--- config.mk ---
export PLATFORM = sky130hd
export DESIGN_NAME = issr_readback
export DESIGN_NICKNAME = d
export VERILOG_FILES = /design/src/issr_pkg.sv /design/src/issr_readback.sv
export SDC_FILE = /design/constraint.sdc
export NUM_CORES = 1
export LEC_CHECK = 0
export ABC_AREA = 1
export ABC_CLOCK_PERIOD_IN_PS = 2100
export BUFFER_PORTS_ARGS = -buffer_cell sky130_fd_sc_hd__buf_4
export CORE_ASPECT_RATIO = 1.5
export CORE_UTILIZATION = 53
export CTS_CLUSTER_DIAMETER = 50
export DETAILED_ROUTE_END_ITERATION = 12
export HOLD_SLACK_MARGIN = 0.1
export PLACE_DENSITY_LB_ADDON = 0.15
export RECOVER_POWER = 50
export SLEW_MARGIN = 5
export SYNTH_ARGS = -nofsm -noshare
export SYNTH_HDL_FRONTEND = slang
export SYNTH_SLANG_ARGS = --single-unit
--- constraint.sdc ---
create_clock -name mclk -period 2.1 [get_ports mclk]
set_clock_uncertainty 0.1 [all_clocks]
set_input_delay 0.21 -clock mclk [delete_from_list [all_inputs] [get_ports mclk]]
set_output_delay 0.21 -clock mclk [all_outputs]
set_load 0.02 [all_outputs]
--- src/issr_pkg.sv ---
// Constants for the interrupt source status readback block
// Notes on behaviour
// - Exception status: watchdog bit1, pin bit0
// - Exception bit0 set while nonmaskable pin pending
// - Unassigned status bits always read zero
// - Line 0 bit0 shows clock supervisor fault
// - Line 1 bit0 shows soft watchdog request
// - Line 2 bit0 shows low voltage request
// - Line 3 bits 3:0 motor timer requests
// - Line 4 bits 6:0 external pins 0-6
// - Line 5 bit7 external pin 15 only
// - Even lines 6-20 bit0 serial receive 0-7
// - Exception is vector 2, line n 16+n
// - Vector request is OR of shown sources
// - Readback only for vector 2, 16-36
package issr_pkg;
    localparam int ISSR_AW = 8;
    localparam logic [7:0] ISSR_NMI_OFS = 8'h00;
    localparam logic [7:0] ISSR_LINE_BASE = 8'h04;
    localparam logic [7:0] ISSR_EVT_STAT_OFS = 8'h80;
    localparam logic [7:0] ISSR_EVT_MASK_OFS = 8'h84;
    localparam int ISSR_LINES = 21;
    localparam int ISSR_SER_CH = 8;
    localparam int ISSR_EXC_VECTOR = 2;
    localparam int ISSR_LINE_VECTOR_BASE = 16;
    localparam int ISSR_HWWD_BIT = 1;
    localparam int ISSR_NMI_BIT = 0;
    localparam int ISSR_PIN15_BIT = 7;
    localparam int ISSR_WAVE_W = 4;
    localparam int ISSR_EXT_W = 7;
    localparam logic [1:0] ISSR_RESP_OKAY = 2'h0;
    localparam logic [1:0] ISSR_RESP_SLVERR = 2'h2;
    localparam logic [31:0] ISSR_ZERO = 32'h0000_0000;
endpackage

--- src/issr_readback.sv ---
// Interrupt source status readback with AXI4-Lite slave
//
// Local design decisions: the AXI4-Lite interface to the registers and the placing of the registers.
`timescale 1ns/1ps
module issr_readback import issr_pkg::*; (
    input wire logic mclk,
    input wire logic sys_rst,
    input wire logic hw_watchdog_req,
    input wire logic nonmaskable_pin,
    input wire logic abnormal_frequency_detect,
    input wire logic soft_watchdog_req,
    input wire logic low_voltage_detector,
    input wire logic [3:0] waveform_req,
    input wire logic [6:0] ext_pin_req,
    input wire logic ext_pin15_req,
    input wire logic [7:0] serial_rx_req,
    input wire logic [7:0] s_axi_awaddr,
    input wire logic s_axi_awvalid,
    output logic s_axi_awready,
    input wire logic [31:0] s_axi_wdata,
    input wire logic [3:0] s_axi_wstrb,
    input wire logic s_axi_wvalid,
    output logic s_axi_wready,
    output logic [1:0] s_axi_bresp,
    output logic s_axi_bvalid,
    input wire logic s_axi_bready,
    input wire logic [7:0] s_axi_araddr,
    input wire logic s_axi_arvalid,
    output logic s_axi_arready,
    output logic [31:0] s_axi_rdata,
    output logic [1:0] s_axi_rresp,
    output logic s_axi_rvalid,
    input wire logic s_axi_rready,
    output logic nmi_vector_req,
    output logic [ISSR_LINES-1:0] line_vector_req,
    output logic irq
);
    logic [31:0] stat_nxt [ISSR_LINES];
    logic [31:0] nmi_nxt;
    logic [31:0] stat_r [ISSR_LINES];
    logic [31:0] nmi_r;
    logic [ISSR_LINES-1:0] req_nxt;
    logic [ISSR_LINES-1:0] evt_r;
    logic [ISSR_LINES-1:0] mask_r;
    logic [ISSR_LINES-1:0] prev_r;
    logic aw_got_r;
    logic w_got_r;
    logic [7:0] awaddr_r;
    logic [31:0] wdata_r;
    logic rd_stat_clr;
    logic [31:0] rd_word;
    logic rd_ok;
    logic [4:0] line_idx;

    // Source mapping; unused lines stay zero
    always_comb begin
        nmi_nxt = ISSR_ZERO;
        nmi_nxt[ISSR_HWWD_BIT] = hw_watchdog_req;
        nmi_nxt[ISSR_NMI_BIT] = nonmaskable_pin;
        for (int i = 0; i < ISSR_LINES; i++) begin
            stat_nxt[i] = ISSR_ZERO;
        end
        stat_nxt[0][0] = abnormal_frequency_detect;
        stat_nxt[1][0] = soft_watchdog_req;
        stat_nxt[2][0] = low_voltage_detector;
        stat_nxt[3][ISSR_WAVE_W-1:0] = waveform_req;
        stat_nxt[4][ISSR_EXT_W-1:0] = ext_pin_req;
        stat_nxt[5][ISSR_PIN15_BIT] = ext_pin15_req;
        for (int c = 0; c < ISSR_SER_CH; c++) begin
            stat_nxt[6 + 2 * c][0] = serial_rx_req[c];
        end
    end

    // Per-line OR feeds the vector controller
    genvar g;
    generate
        for (g = 0; g < ISSR_LINES; g++) begin : g_line
            assign req_nxt[g] = |stat_nxt[g];
        end
    endgenerate

    always_ff @(posedge mclk) begin
        if (sys_rst) begin
            nmi_r <= ISSR_ZERO;
            for (int i = 0; i < ISSR_LINES; i++) begin
                stat_r[i] <= ISSR_ZERO;
            end
            nmi_vector_req <= 1'b0;
            line_vector_req <= '0;
        end else begin
            nmi_r <= nmi_nxt;
            for (int i = 0; i < ISSR_LINES; i++) begin
                stat_r[i] <= stat_nxt[i];
            end
            nmi_vector_req <= |nmi_nxt;
            line_vector_req <= req_nxt;
        end
    end

    // Rising line request sets a sticky event; set beats read clear
    always_ff @(posedge mclk) begin
        if (sys_rst) begin
            prev_r <= '0;
            evt_r <= '0;
            irq <= 1'b0;
        end else begin
            prev_r <= req_nxt;
            evt_r <= (rd_stat_clr ? '0 : evt_r) | (req_nxt & ~prev_r);
            irq <= |(((rd_stat_clr ? '0 : evt_r) | (req_nxt & ~prev_r)) & mask_r);
        end
    end

    // Read decode; byte address selects word, 0x84-0xD4 read lines 0-20 again (mask not readable), misaligned or other is error
    assign line_idx = 5'((s_axi_araddr - ISSR_LINE_BASE) >> 2);
    always_comb begin
        rd_word = ISSR_ZERO;
        rd_ok = 1'b1;
        if (s_axi_araddr[1:0] != 2'h0) begin
            rd_ok = 1'b0;
        end else if (s_axi_araddr == ISSR_NMI_OFS) begin
            rd_word = nmi_r;
        end else if (s_axi_araddr >= ISSR_LINE_BASE &&
                     line_idx < 5'(ISSR_LINES)) begin
            rd_word = stat_r[line_idx];
        end else if (s_axi_araddr == ISSR_EVT_STAT_OFS) begin
            rd_word = {11'h000, evt_r};
        end else if (s_axi_araddr == ISSR_EVT_MASK_OFS) begin
            rd_word = {11'h000, mask_r};
        end else begin
            rd_ok = 1'b0;
        end
    end
    assign rd_stat_clr = s_axi_arvalid && s_axi_arready &&
                         s_axi_araddr == ISSR_EVT_STAT_OFS;

    // Read channel: one read at a time, answer one cycle after address
    always_ff @(posedge mclk) begin
        if (sys_rst) begin
            s_axi_arready <= 1'b1;
            s_axi_rvalid <= 1'b0;
            s_axi_rdata <= ISSR_ZERO;
            s_axi_rresp <= ISSR_RESP_OKAY;
        end else if (s_axi_arvalid && s_axi_arready) begin
            s_axi_arready <= 1'b0;
            s_axi_rvalid <= 1'b1;
            s_axi_rdata <= rd_word;
            s_axi_rresp <= rd_ok ? ISSR_RESP_OKAY : ISSR_RESP_SLVERR;
        end else if (s_axi_rvalid && s_axi_rready) begin
            s_axi_rvalid <= 1'b0;
            s_axi_arready <= 1'b1;
        end
    end

    // Write channel: address and data in either order
    always_ff @(posedge mclk) begin
        if (sys_rst) begin
            aw_got_r <= 1'b0;
            w_got_r <= 1'b0;
            awaddr_r <= 8'h00;
            wdata_r <= ISSR_ZERO;
            s_axi_awready <= 1'b1;
            s_axi_wready <= 1'b1;
            s_axi_bvalid <= 1'b0;
            s_axi_bresp <= ISSR_RESP_OKAY;
        end else begin
            if (s_axi_awvalid && s_axi_awready) begin
                aw_got_r <= 1'b1;
                awaddr_r <= s_axi_awaddr;
                s_axi_awready <= 1'b0;
            end
            if (s_axi_wvalid && s_axi_wready) begin
                w_got_r <= 1'b1;
                wdata_r <= s_axi_wdata;
                s_axi_wready <= 1'b0;
            end
            if (aw_got_r && w_got_r && !s_axi_bvalid) begin
                s_axi_bvalid <= 1'b1;
                // Status words are read only; only the mask takes a write
                s_axi_bresp <= (awaddr_r == ISSR_EVT_MASK_OFS) ?
                               ISSR_RESP_OKAY : ISSR_RESP_SLVERR;
            end
            if (s_axi_bvalid && s_axi_bready) begin
                s_axi_bvalid <= 1'b0;
                aw_got_r <= 1'b0;
                w_got_r <= 1'b0;
                s_axi_awready <= 1'b1;
                s_axi_wready <= 1'b1;
            end
        end
    end

    // Mask register; any nonzero strobe writes the whole word, for simplicity
    always_ff @(posedge mclk) begin
        if (sys_rst) begin
            mask_r <= '0;
        end else if (aw_got_r && w_got_r && !s_axi_bvalid &&
                     awaddr_r == ISSR_EVT_MASK_OFS && s_axi_wstrb != 4'h0) begin
            mask_r <= wdata_r[ISSR_LINES-1:0];
        end
    end
endmodule

**Word level (Yosys, flattened, before mapping)**

Memories as Yosys holds them, arrays and structs flattened.
Index checks and enable logic that the tools add are counted.

- $add $sub $neg: 1
- $lt $le $gt $ge: 2
- Eq/ne operators: 3
- Multiplexer cells: 41
- Bitwise logic cells: 25
- Reductions and logical operators: 21

Operators by type and width:

| operator | count |
|---|---|
| $mux 8 | 21 |
| $mux 32 | 3 |
| $mux 21 | 3 |
| $and 21x21->21 | 2 |
| $eq 8x8->1 const B | 3 |
| $not 21->21 | 1 |
| $or 1x1->1 | 21 |
| $or 21x21->21 | 1 |
| $reduce_or 21->1 | 1 |
| $mux 1 | 12 |
| $logic_and 1x1->1 | 11 |
| $ge 8x3->1 const B | 1 |
| $logic_not 8->1 | 1 |
| $reduce_or 7->1 | 1 |
| $sub 7x3->7 const B | 1 |
| $lt 5x5->1 const B | 1 |
| $mux 2 | 2 |
| $reduce_bool 2->1 | 2 |
| $reduce_bool 4->1 | 1 |
| $reduce_or 2->1 | 2 |
| $reduce_or 4->1 | 1 |
| $logic_not 1->1 | 1 |

- Register bits after elaboration: 169
- RAM bits: 168
- Input port bits: 84
- Output and inout port bits: 64
- Word-level logic and storage cells: 114
- Memories: 1

Memories:

| memory | words | bits a word | read ports | clocked after Yosys merged registers in | write ports | line | text |
|---|---|---|---|---|---|---|---|
| stat_r | 21 | 8 | 1 | 0 | 21 | issr_readback.sv:40 | `logic [31:0] stat_r [ISSR_LINES];` |

**Depth between registers and ports, before layout**

Gate-level depths: netlist of run 1.

- Word-level depth: 7
- Mapped depth: 15
- Depth with buffers taken out: 15

**Least setup slack after synthesis of run 1**

No wires, ideal clock.

- Path kind: register to register
- Start: reg s_axi_arready
- End: reg irq
- Arrival time: 1.467 ns
- Path slack: 0.405 ns
- Stages on the path, launching flop included: 13
- Period minus slack after synthesis: 1.695 ns
- Cells stage by stage: dfxtp_1 nand2_1 inv_2 nand3_4 buf_6 nand2_2 nand2_1 nand2_1 nand2_1 nor2_1 nand3_1 nor2_1 nor2_1

- Cells in the longest elaborated chain, start to end: 6

Ends and longest elaborated chain:

| element | line | text |
|---|---|---|
| start, declared | issr_readback.sv:29 | `output logic s_axi_arready,` |
| start signal, assigned | issr_readback.sv:139 | `s_axi_arready <= 1'b1;` |
| start signal, assigned | issr_readback.sv:144 | `s_axi_arready <= 1'b0;` |
| start signal, assigned | issr_readback.sv:150 | `s_axi_arready <= 1'b1;` |
| $logic_and 1x1->1 (2 in series) | issr_readback.sv:133 | `assign rd_stat_clr = s_axi_arvalid && s_axi_arready &&` |
| $mux 21 | issr_readback.sv:109 | `irq <= \|(((rd_stat_clr ? '0 : evt_r) \| (req_nxt & ~prev_r)) & mask_r);` |
| $or 21x21->21 | issr_readback.sv:109 |  |
| $and 21x21->21 | issr_readback.sv:109 |  |
| $reduce_or 21->1 | issr_readback.sv:109 |  |
| end signal, assigned | issr_readback.sv:109 |  |
| end, declared | issr_readback.sv:36 | `output logic irq` |

Every way passes these cells.
A chain may end at the register's enable or synchronous reset.

**Final worst setup path of run 1**

Same ends and word-level chain as after synthesis.

==> qor.json, run 1 <==
{
  "register_area_share_after_synthesis_pct": 45.8,
  "timing.final.crit_share_pct": 91.4,
  "max-vdd-ir-drop_mv": 0.642,
  "synth_edf_count": 0,
  "arrival_time_of_data_at_the_critical_path_endpoint_ns": 2.09,
  "netlist_instances": 757,
  "nets": 1011,
  "antenna_found_initial": 0,
  "comb_power_share_pct": 12.4,
  "drt-wirelength-per-cell_um": 14.5,
  "timing.critical_path.mode_cell": "sky130_fd_sc_hd__nand2_1",
  "cp-end-kind": "flip-flop",
  "area.growth.synth_to_final_pct": 32.5,
  "design.portCount": 148,
  "synth-seq-cells": 130,
  "cts_hold_buf": 57,
  "rsz_0062_raised_after_global_routing": "no",
  "p_switching_mw": 1.47,
  "postSynth.asyncResetShare_pct": 0,
  "buffer_ports.inserted": 116,
  "grt_remaining_overflow": 0,
  "wl_mm": 15.6,
  "max-clock-path-buffers": 2,
  "grt.total_usage_pct": 29.0,
  "timing.critical_path.slowest_stage_cell": "sky130_fd_sc_hd__dfxtp_1",
  "drt_iter0_markers": 365,
  "path_delay_family": "simple AND/OR/NAND/NOR gates",
  "finalHoldViolations": 0,
  "p_leak_nw": 3.32,
  "place.gp.congestion": 0.924,
  "worstSetupStartpointType": "flip-flop",
  "die_area_um2": 11100,
  "critical_path_buf_inv_count": 2,
  "synthFlopType": "sky130_fd_sc_hd__dfxtp_1",
  "core_um2": 10200,
  "start_util_pct": 55.4,
  "fp.dieH_um": 129,
  "syn-mean-instance-area_um2": 7.50,
  "drive_above_1_share_pct": 16.5,
  "power.density_nw_per_um2": 791,
  "placement_rows": 45,
  "num_vias": 5573,
  "viasPerCell": 5.18,
  "dp_worst_setup_slack_ns": 0.00969,
  "antenna-diode-count": 0,
  "synth_cell_type_count": 36,
  "worstPathRequired_ns": 2.27,
  "timing.hold.worst.class": "in -> reg",
  "cap_viol_max_count": 0,
  "mostFrequentLayoutCell": "sky130_fd_sc_hd__dfxtp_1",
  "netlist_area_um2": 5680,
  "cts_repair_resize_count": 0,
  "number_of_setup_buffers_added_after_cts": 0,
  "utilization_pct": 73.4,
  "timing.setup.critical_path_class": "reg -> reg",
  "grt_start_max_net_pins": 55,
  "worst_slew_slack_as_a_fraction_of_its_limit_pct": 41.5,
  "seqPwrFrac_pct": 44.6,
  "commonest_non_fill_non_tap_cells_in_the_layout": "130 x sky130_fd_sc_hd__dfxtp_1, 119 x sky130_fd_sc_hd__nand2_1, 112 x sky130_fd_sc_hd__nor2_1",
  "clk_transition_reported_paths_ns": 0.05,
  "clkPwrFrac_pct": 43.0,
  "slew_viol_final": 0,
  "critical_path.cell_chain": "nand2_1 -> inv_1 -> nand3_4 -> buf_12 -> nand2_1 -> o21ai_0 -> nand2_1 -> nand2_1 -> nor2_1 -> nand3_1 -> nor2_1 -> nor2_1",
  "htreeDepth": 4,
  "switching_fraction_pct": 24.8,
  "detailed_place_hpwl_mm": 10.5,
  "run_status": "finished clean",
  "fmax_achieved_ghz": 0.521,
  "floorplan.die.width_um": 86.5,
  "drc": 0,
  "power.internal_mw": 4.48,
  "tightestPinTransition_ns": 0.877,
  "tritoncts.num_buffers": 17,
  "reg2reg_slack_ns": 0.18,
  "post_route_hold_slack_ns": 0.145,
  "grt_pass1_wl_mm": 25.0,
  "via_count_of_the_first_global_routing_pass": 5464,
  "cp_max_fo": 10,
  "synth_top_cells_by_area": "sky130_fd_sc_hd__dfxtp_1 46%, sky130_fd_sc_hd__nand2_1 7.9%, sky130_fd_sc_hd__nor2_1 7.4%",
  "first_pass_iters": 5,
  "synthesis.yosys.warnings": 0,
  "netlist.top_cell.by_area": "sky130_fd_sc_hd__dfxtp_1",
  "antenna_left": 0,
  "timing.final.ws_setup_ns": 0.180,
  "insertion_delay_ns": 0.41,
  "finalCriticalPeriod_ns": 1.92,
  "clock-root-buffer": "sky130_fd_sc_hd__clkbuf_16",
  "timing.critical_path.slowest_cell_delay_ns": 0.35,
  "timing.final.setup_violations": 0,
  "number_of_sinks_on_the_clock_net": 130,
  "synth_top_cell_area_share_pct": 45.8,
  "fin_tns_setup_ns": 0,
  "cts_tree": "done"
}
Yosys cell counts, types with 2 or more instances:
library cell / instances
sky130_fd_sc_hd__inv_1: 83
sky130_fd_sc_hd__clkbuf_1: 27
sky130_fd_sc_hd__ha_1: 3
sky130_fd_sc_hd__o211ai_1: 5
sky130_fd_sc_hd__nand3_1: 22
sky130_fd_sc_hd__buf_4: 22
sky130_fd_sc_hd__nand2_1: 119
sky130_fd_sc_hd__inv_2: 4
sky130_fd_sc_hd__a211oi_2: 11
sky130_fd_sc_hd__or2_2: 7
sky130_fd_sc_hd__o21ai_1: 4
sky130_fd_sc_hd__o21ai_0: 61
sky130_fd_sc_hd__buf_2: 5
sky130_fd_sc_hd__nand2_2: 11
sky130_fd_sc_hd__o2111ai_1: 13
sky130_fd_sc_hd__buf_6: 5
sky130_fd_sc_hd__a211oi_1: 10
sky130_fd_sc_hd__dfxtp_1: 130
sky130_fd_sc_hd__clkbuf_2: 2
sky130_fd_sc_hd__nor2_1: 112
sky130_fd_sc_hd__nor3_1: 4
sky130_fd_sc_hd__a21oi_1: 74
sky130_fd_sc_hd__o21bai_1: 4
sky130_fd_sc_hd__nand4_1: 5
sky130_fd_sc_hd__xor2_1: 2
sky130_fd_sc_hd__a32oi_1: 2
final cells by class:
type	instances	area (um^2)
Fill cell	875	2730
Timing Repair Buffer	191	1440
Sequential cell	130	2600
Inverter	87	327
Clock buffer	24	482
Clock inverter	6	32.5
Multi-Input combinational cell	497	2460
Tap cell	141	176
cells by family after synthesis:
| logic type | after synthesis | synth area share, % |
|---|---|---|
| flip-flops | 130 | 45.8 |
| AND/OR/NAND/NOR | 288 | 21.5 |
| buffers and inverters | 149 | 12.1 |
| XOR/XNOR | 2 | 0.309 |
| other | 1 | 0.0660 |
| AO/OA/AOI/OAI | 184 | 19.5 |
| adder cells (fa/ha/maj) | 3 | 0.661 |
layer usage:
metal	part of all wire, %	vias up	wire [um]	global-route usage, %
li1	-	2746	-	-
met1	40	2592	6200	31.2
met2	53	196	8210	53.8
met3	4.4	39	688	5.32
met4	3.4	0	528	13.9
met5	0	-	0	0
worst min-delay path: stages:
cell and delay, ns:
sky130_fd_sc_hd__buf_4 0.19, sky130_fd_sc_hd__a21oi_1 0.16, sky130_fd_sc_hd__nor2_1 0.05
metrics by stage:
| stage | instances | cell area [um^2] | power, mW |
|---|---|---|---|
| 2_1_floorplan | 776 | 5750 | 3.12 |
| 3_3_place_gp | 989 | 6620 | 3.35 |
| 3_5_place_dp | 989 | 6620 | 3.37 |
| 4_1_cts | 1076 | 7700 | 5.99 |
| 5_1_grt | 1076 | 7520 | 6.16 |
| 6_report | 1076 | 7520 | 5.95 |
state kept, by name, indices dropped and copies added (netlist names):
signal,count
evt_r,21
mask_r,21
s_axi_rdata,21
wdata_r,21
prev_r,13
stat_r,12
awaddr_r,8
nmi_r,2
aw_got_r,1
irq,1
nmi_vector_req,1
s_axi_arready,1
s_axi_awready,1
s_axi_bresp,1
s_axi_bvalid,1
s_axi_rresp,1
s_axi_rvalid,1
s_axi_wready,1
w_got_r,1
path summary, 6_finish.rpt:
path | to | cells past startpoint | start
setup / recovery | irq | 12 | s_axi_arready
hold / removal | wdata_r[1] | 3 | s_axi_wvalid
setup reg to reg | irq | 12 | s_axi_arready
hold reg to reg | evt_r[7] | 2 | evt_r[7]
power by group through the flow:
stage / clock [mW] / combinational, mW / sequential (mW)
4_1_cts: 2.58 / 0.756 / 2.65
2_1_floorplan: 0 / 0.404 / 2.72
3_3_place_gp: 0 / 0.656 / 2.70
3_5_place_dp: 0 / 0.668 / 2.70
5_1_grt: 2.68 / 0.819 / 2.66
6_report: 2.56 / 0.741 / 2.65
(Power assumes the default switching activity.)
==> run 2: changes to the inputs <==
- ABC_AREA: 1 -> not set
- CORE_UTILIZATION: 53 -> 52
==> run 2 against run 1 <==
  * Setup slack lost 0.12 ns
  * Via count shrank 3.4%
  * Register-to-register slack lost 0.12 ns
  * Wire length grew 9.5%
  * Critical path type unchanged
  * Critical endpoint is now mask_r[4]
  * Largest cell class is now multi-input combinational cells
  * Highest routed layer unchanged
==> qor.json, run 2 <==
{
  "timing.hold.worst.class": "in -> reg",
  "timing.final.setup_violations": {"value": 0, "change": "unchanged"},
  "grt_remaining_overflow": {"value": 0, "change": "unchanged"},
  "num_vias": {"value": 5384, "change": "-3.4%"},
  "antenna_left": {"value": 0, "change": "unchanged"},
  "synthFlopType": "sky130_fd_sc_hd__dfxtp_1",
  "netlist_area": {"value": 5440, "unit": "um^2", "change": "-4.3%"},
  "first_pass_iters": {"value": 6, "change": "+1"},
  "mostFrequentLayoutCell": "sky130_fd_sc_hd__dfxtp_1",
  "antenna-diode-count": {"value": 0, "change": "unchanged"},
  "fp.dieH": {"value": 127, "unit": "um", "change": "-1.2%"},
  "timing.setup.critical_path_class": "reg -> reg",
  "placement_rows": {"value": 45, "change": "unchanged"},
  "insertion_delay": {"value": 0.41, "unit": "ns", "change": "about the same"},
  "core": {"value": 10100, "unit": "um^2", "change": "-1.1%"},
  "main_combinational_cell_family_by_area_after_synthesis": "simple AND/OR/NAND/NOR gates",
  "critical_path_buf_inv_count": {"value": 3, "change": "+1"},
  "place.detailed.instances": {"value": 863, "change": "-13%"},
  "viasPerCell": {"value": 5.59, "change": "+7.9%"},
  "critical_path.cell_chain": "or4b_4 -> nor4_4 -> buf_4 -> o41a_1 -> buf_6 -> buf_12 -> nand2_1 -> a21oi_2",
  "wl": {"value": 17.1, "unit": "mm", "change": "+9.5%"},
  "drt-wirelength-per-cell": {"value": 17.8, "unit": "um", "change": "+22%"},
  "synth-seq-cells": {"value": 130, "change": "unchanged"},
  "cp_max_fo": {"value": 11, "change": "+1"},
  "detailed_place_hpwl": {"value": 11.4, "unit": "mm", "change": "+8.6%"},
  "synth-simple-area-share": {"value": 23.2, "unit": "%", "change": "+1.6 points"},
  "netlist.top_cell.by_area": "sky130_fd_sc_hd__dfxtp_1",
  "clk_transition_reported_paths": {"value": 0.06, "unit": "ns", "change": "about the same"},
  "post_synth_fa_ha_maj_area_fraction": {"value": 0.690, "unit": "%", "change": "+0.029 points"},
  "slew_viol_final": {"value": 0, "change": "unchanged"},
  "drive_above_1_share": {"value": 21.6, "unit": "%", "change": "+5.2 points"},
  "timing.critical_path.slowest_stage_cell": "sky130_fd_sc_hd__or4b_4",
  "timing.final.crit_share": {"value": 97.3, "unit": "%", "change": "+5.9 points"},
  "floorplan.die.width": {"value": 85.5, "unit": "um", "change": "-1.2%"},
  "start_util": {"value": 53.6, "unit": "%", "change": "-1.8 points"},
  "antenna_found_initial": {"value": 0, "change": "unchanged"},
  "cts_tree": "done",
  "htreeDepth": {"value": 4, "change": "unchanged"},
  "synth_cell_type_count": {"value": 60, "change": "+67%"},
  "postSynth.asyncResetShare": {"value": 0, "unit": "%", "change": "unchanged"},
  "path_delay_family": "simple AND/OR/NAND/NOR gates",
  "timing.critical_path.slowest_cell_delay": {"value": 0.56, "unit": "ns", "change": "+0.21 ns"},
  "area.growth.synth_to_final_pct": 43.8,
  "cell_area_reported_after_detailed_placement": {"value": 6630, "unit": "um^2", "change": "+0.19%"},
  "synth.cells.most_frequent": "130 x sky130_fd_sc_hd__dfxtp_1, 123 x sky130_fd_sc_hd__nand2_1, 72 x sky130_fd_sc_hd__a21oi_1",
  "cap_viol_max_count": {"value": 0, "change": "unchanged"},
  "post_synthesis_compound_gate_area_fraction": {"value": 17.1, "unit": "%", "change": "-2.4 points"},
  "run_status": "finished clean",
  "worstPathRequired": {"value": 2.34, "unit": "ns", "change": "+0.07 ns"},
  "nets": {"value": 921, "change": "-8.9%"},
  "synthMostInstantiatedCell": "sky130_fd_sc_hd__dfxtp_1",
  "layout.cell_area.non_filler": {"value": 7820, "unit": "um^2", "change": "+3.9%"},
  "cp-end-kind": "flip-flop",
  "syn-mean-instance-area": {"value": 8.74, "unit": "um^2", "change": "+17%"},
  "xor_and_xnor_fraction_of_the_mapped_netlist_area": {"value": 0.322, "unit": "%", "change": "+0.014 points"},
  "finish.cell_count_without_fillers": {"value": 963, "change": "-11%"},
  "tritoncts.num_buffers": {"value": 17, "change": "unchanged"},
  "fmax_achieved": {"value": 0.489, "unit": "GHz", "change": "-6.0%"},
  "via_count_of_the_first_global_routing_pass": {"value": 5392, "change": "-1.3%"},
  "drt_iter0_markers": {"value": 312, "change": "-15%"},
  "grt_start_max_net_pins": {"value": 43, "change": "-22%"},
  "tightestPinTransition": {"value": 1.02, "unit": "ns", "change": "+0.144 ns"},
  "commonest_non_fill_non_tap_cells_in_the_layout": "130 x sky130_fd_sc_hd__dfxtp_1, 123 x sky130_fd_sc_hd__nand2_1, 101 x sky130_fd_sc_hd__buf_4",
  "p_leak": {"value": 3.17, "unit": "nW", "change": "-4.5%"},
  "worstSetupStartpointType": "flip-flop",
  "buffer_ports.inserted": {"value": 116, "change": "unchanged"},
  "synth_edf_count": {"value": 0, "change": "unchanged"},
  "design.portCount": {"value": 148, "change": "unchanged"},
  "utilization": {"value": 77.1, "unit": "%", "change": "+3.7 points"},
  "synth_top_cell_area_share": {"value": 47.9, "unit": "%", "change": "+2.0 points"},
  "synth_top_cells_by_area": "sky130_fd_sc_hd__dfxtp_1 48%, sky130_fd_sc_hd__nand2_1 8.5%, sky130_fd_sc_hd__a21oi_1 6.6%",
  "power.density": {"value": 785, "unit": "nW/um^2", "change": "-0.72%"},
  "place.gp.congestion": {"value": 0.881, "change": "-4.6%"},
  "register_area_share_after_synthesis": {"value": 47.9, "unit": "%", "change": "+2.0 points"},
  "synth.area.mux_share": {"value": 4.65, "unit": "%", "change": "+4.6 points"},
  "grt.total_usage": {"value": 31.9, "unit": "%", "change": "+3.0 points"},
  "max-clock-path-buffers": {"value": 2, "change": "unchanged"},
  "grt_pass1_wl": {"value": 26.5, "unit": "mm", "change": "+5.9%"},
  "max-vdd-ir-drop": {"value": 0.600, "unit": "mV", "change": "-6.4%"},
  "clock-root-buffer": "sky130_fd_sc_hd__clkbuf_16",
  "drc": {"value": 0, "change": "unchanged"},
  "fillerInstances": {"value": 744, "change": "-15%"},
  "finalCriticalPeriod": {"value": 2.04, "unit": "ns", "change": "+0.123 ns"},
  "number_of_sinks_on_the_clock_net": {"value": 130, "change": "unchanged"},
  "die_area": {"value": 10900, "unit": "um^2", "change": "-2.4%"},
  "netlist_instances": {"value": 622, "change": "-18%"},
  "arrival_time_of_data_at_the_critical_path_endpoint": {"value": 2.28, "unit": "ns", "change": "+0.19 ns"},
  "synthesis.yosys.warnings": {"value": 0, "change": "unchanged"},
  "finalHoldViolations": {"value": 0, "change": "unchanged"},
  "worst_slew_slack_as_a_fraction_of_its_limit": {"value": 31.7, "unit": "%", "change": "-9.8 points"}
}
## run 2: cell count changes in the layout (fill, tap and decap cells not counted), sizes merged, moves of 10 or more
cell     before  now
nor2        114   29
inv          87   10
o21ai        65   18
nor2b         0   43
buf          81  105
a211oi       21    2
nand3        24    9
mux2i         0   14
a22o          0   13
o2111ai      13    0
a22oi         0   10
## run 2: cell type report
type	count	area [um^2]	area share, %
inverter	10	45.0	0.576
sequential	130	2600	33.3
clock buffer	20	447	5.71
multi-input combinational	447	2710	34.7
timing repair buffer	228	1750	22.4
tap	117	146	1.87
clock inverter	11	114	1.46
## run 2: cells by family (layout without fill, tap and decap cells)
family | after synthesis | in the layout
DFF | 130 | 130
xor gates and xnor gates | 2 | 2
and+or+nand+nor | 253 | 253
muxes | 22 | 22
AOI/OAI and AO/OA | 147 | 147
buffers and inverters | 64 | 269
other | 1 | 20
adders and majority gates | 3 | 3
## run 2: path summary, 6_finish.rpt
path,startpoint,end,slack [ns],cells after the start
worst max-delay path,awaddr_r[0],mask_r[4],0.06,8
worst min-delay path,sys_rst,s_axi_rdata[8],0.14,2
worst max register to register,awaddr_r[0],mask_r[4],0.06,8
worst min register to register,s_axi_rdata[9],s_axi_rdata[9],0.35,2
## run 2: power breakdown
part / switching [mW] / total [mW] / internal [mW] / leakage [nW]
clock: 1.04 / 2.80 / 1.76 / 0.275
sequential: 0.0737 / 2.64 / 2.57 / 1.07
combinational: 0.362 / 0.703 / 0.341 / 1.83
## run 2: per-layer routing
metal  GRT usage [%]  vias up  wire length, um
li1                -     2550                -
met1            31.0     2535             5910
met2            60.4      241             9580
met3            7.24       58              828
met4            18.9        0              789
met5               0        -                0
## run 2: metrics by stage
stage | power [mW] | hold slack [ns] | TNS [ns] | setup slack, ns
floorplan | 3.03 | 0.189 | -0.996 | -0.210
global placement | 3.27 | 0.314 | -5.84 | -0.314
detailed placement | 3.29 | 0.325 | -9.27 | -0.384
CTS | 6.17 | 0.112 | 0 | 0.00180
global route | 6.36 | 0.133 | -0.0110 | -0.00889
finish | 6.14 | 0.141 | 0 | 0.0568
## run 2: what timing repair did
action                     4_1_cts  5_1_grt
hold endpoints to repair        69        0
pin swaps                        1        6
gates resized for setup          4       19
hold buffers                    67        0
setup endpoints to repair       21       26
gates cloned                     1        0
setup buffers                    2        0
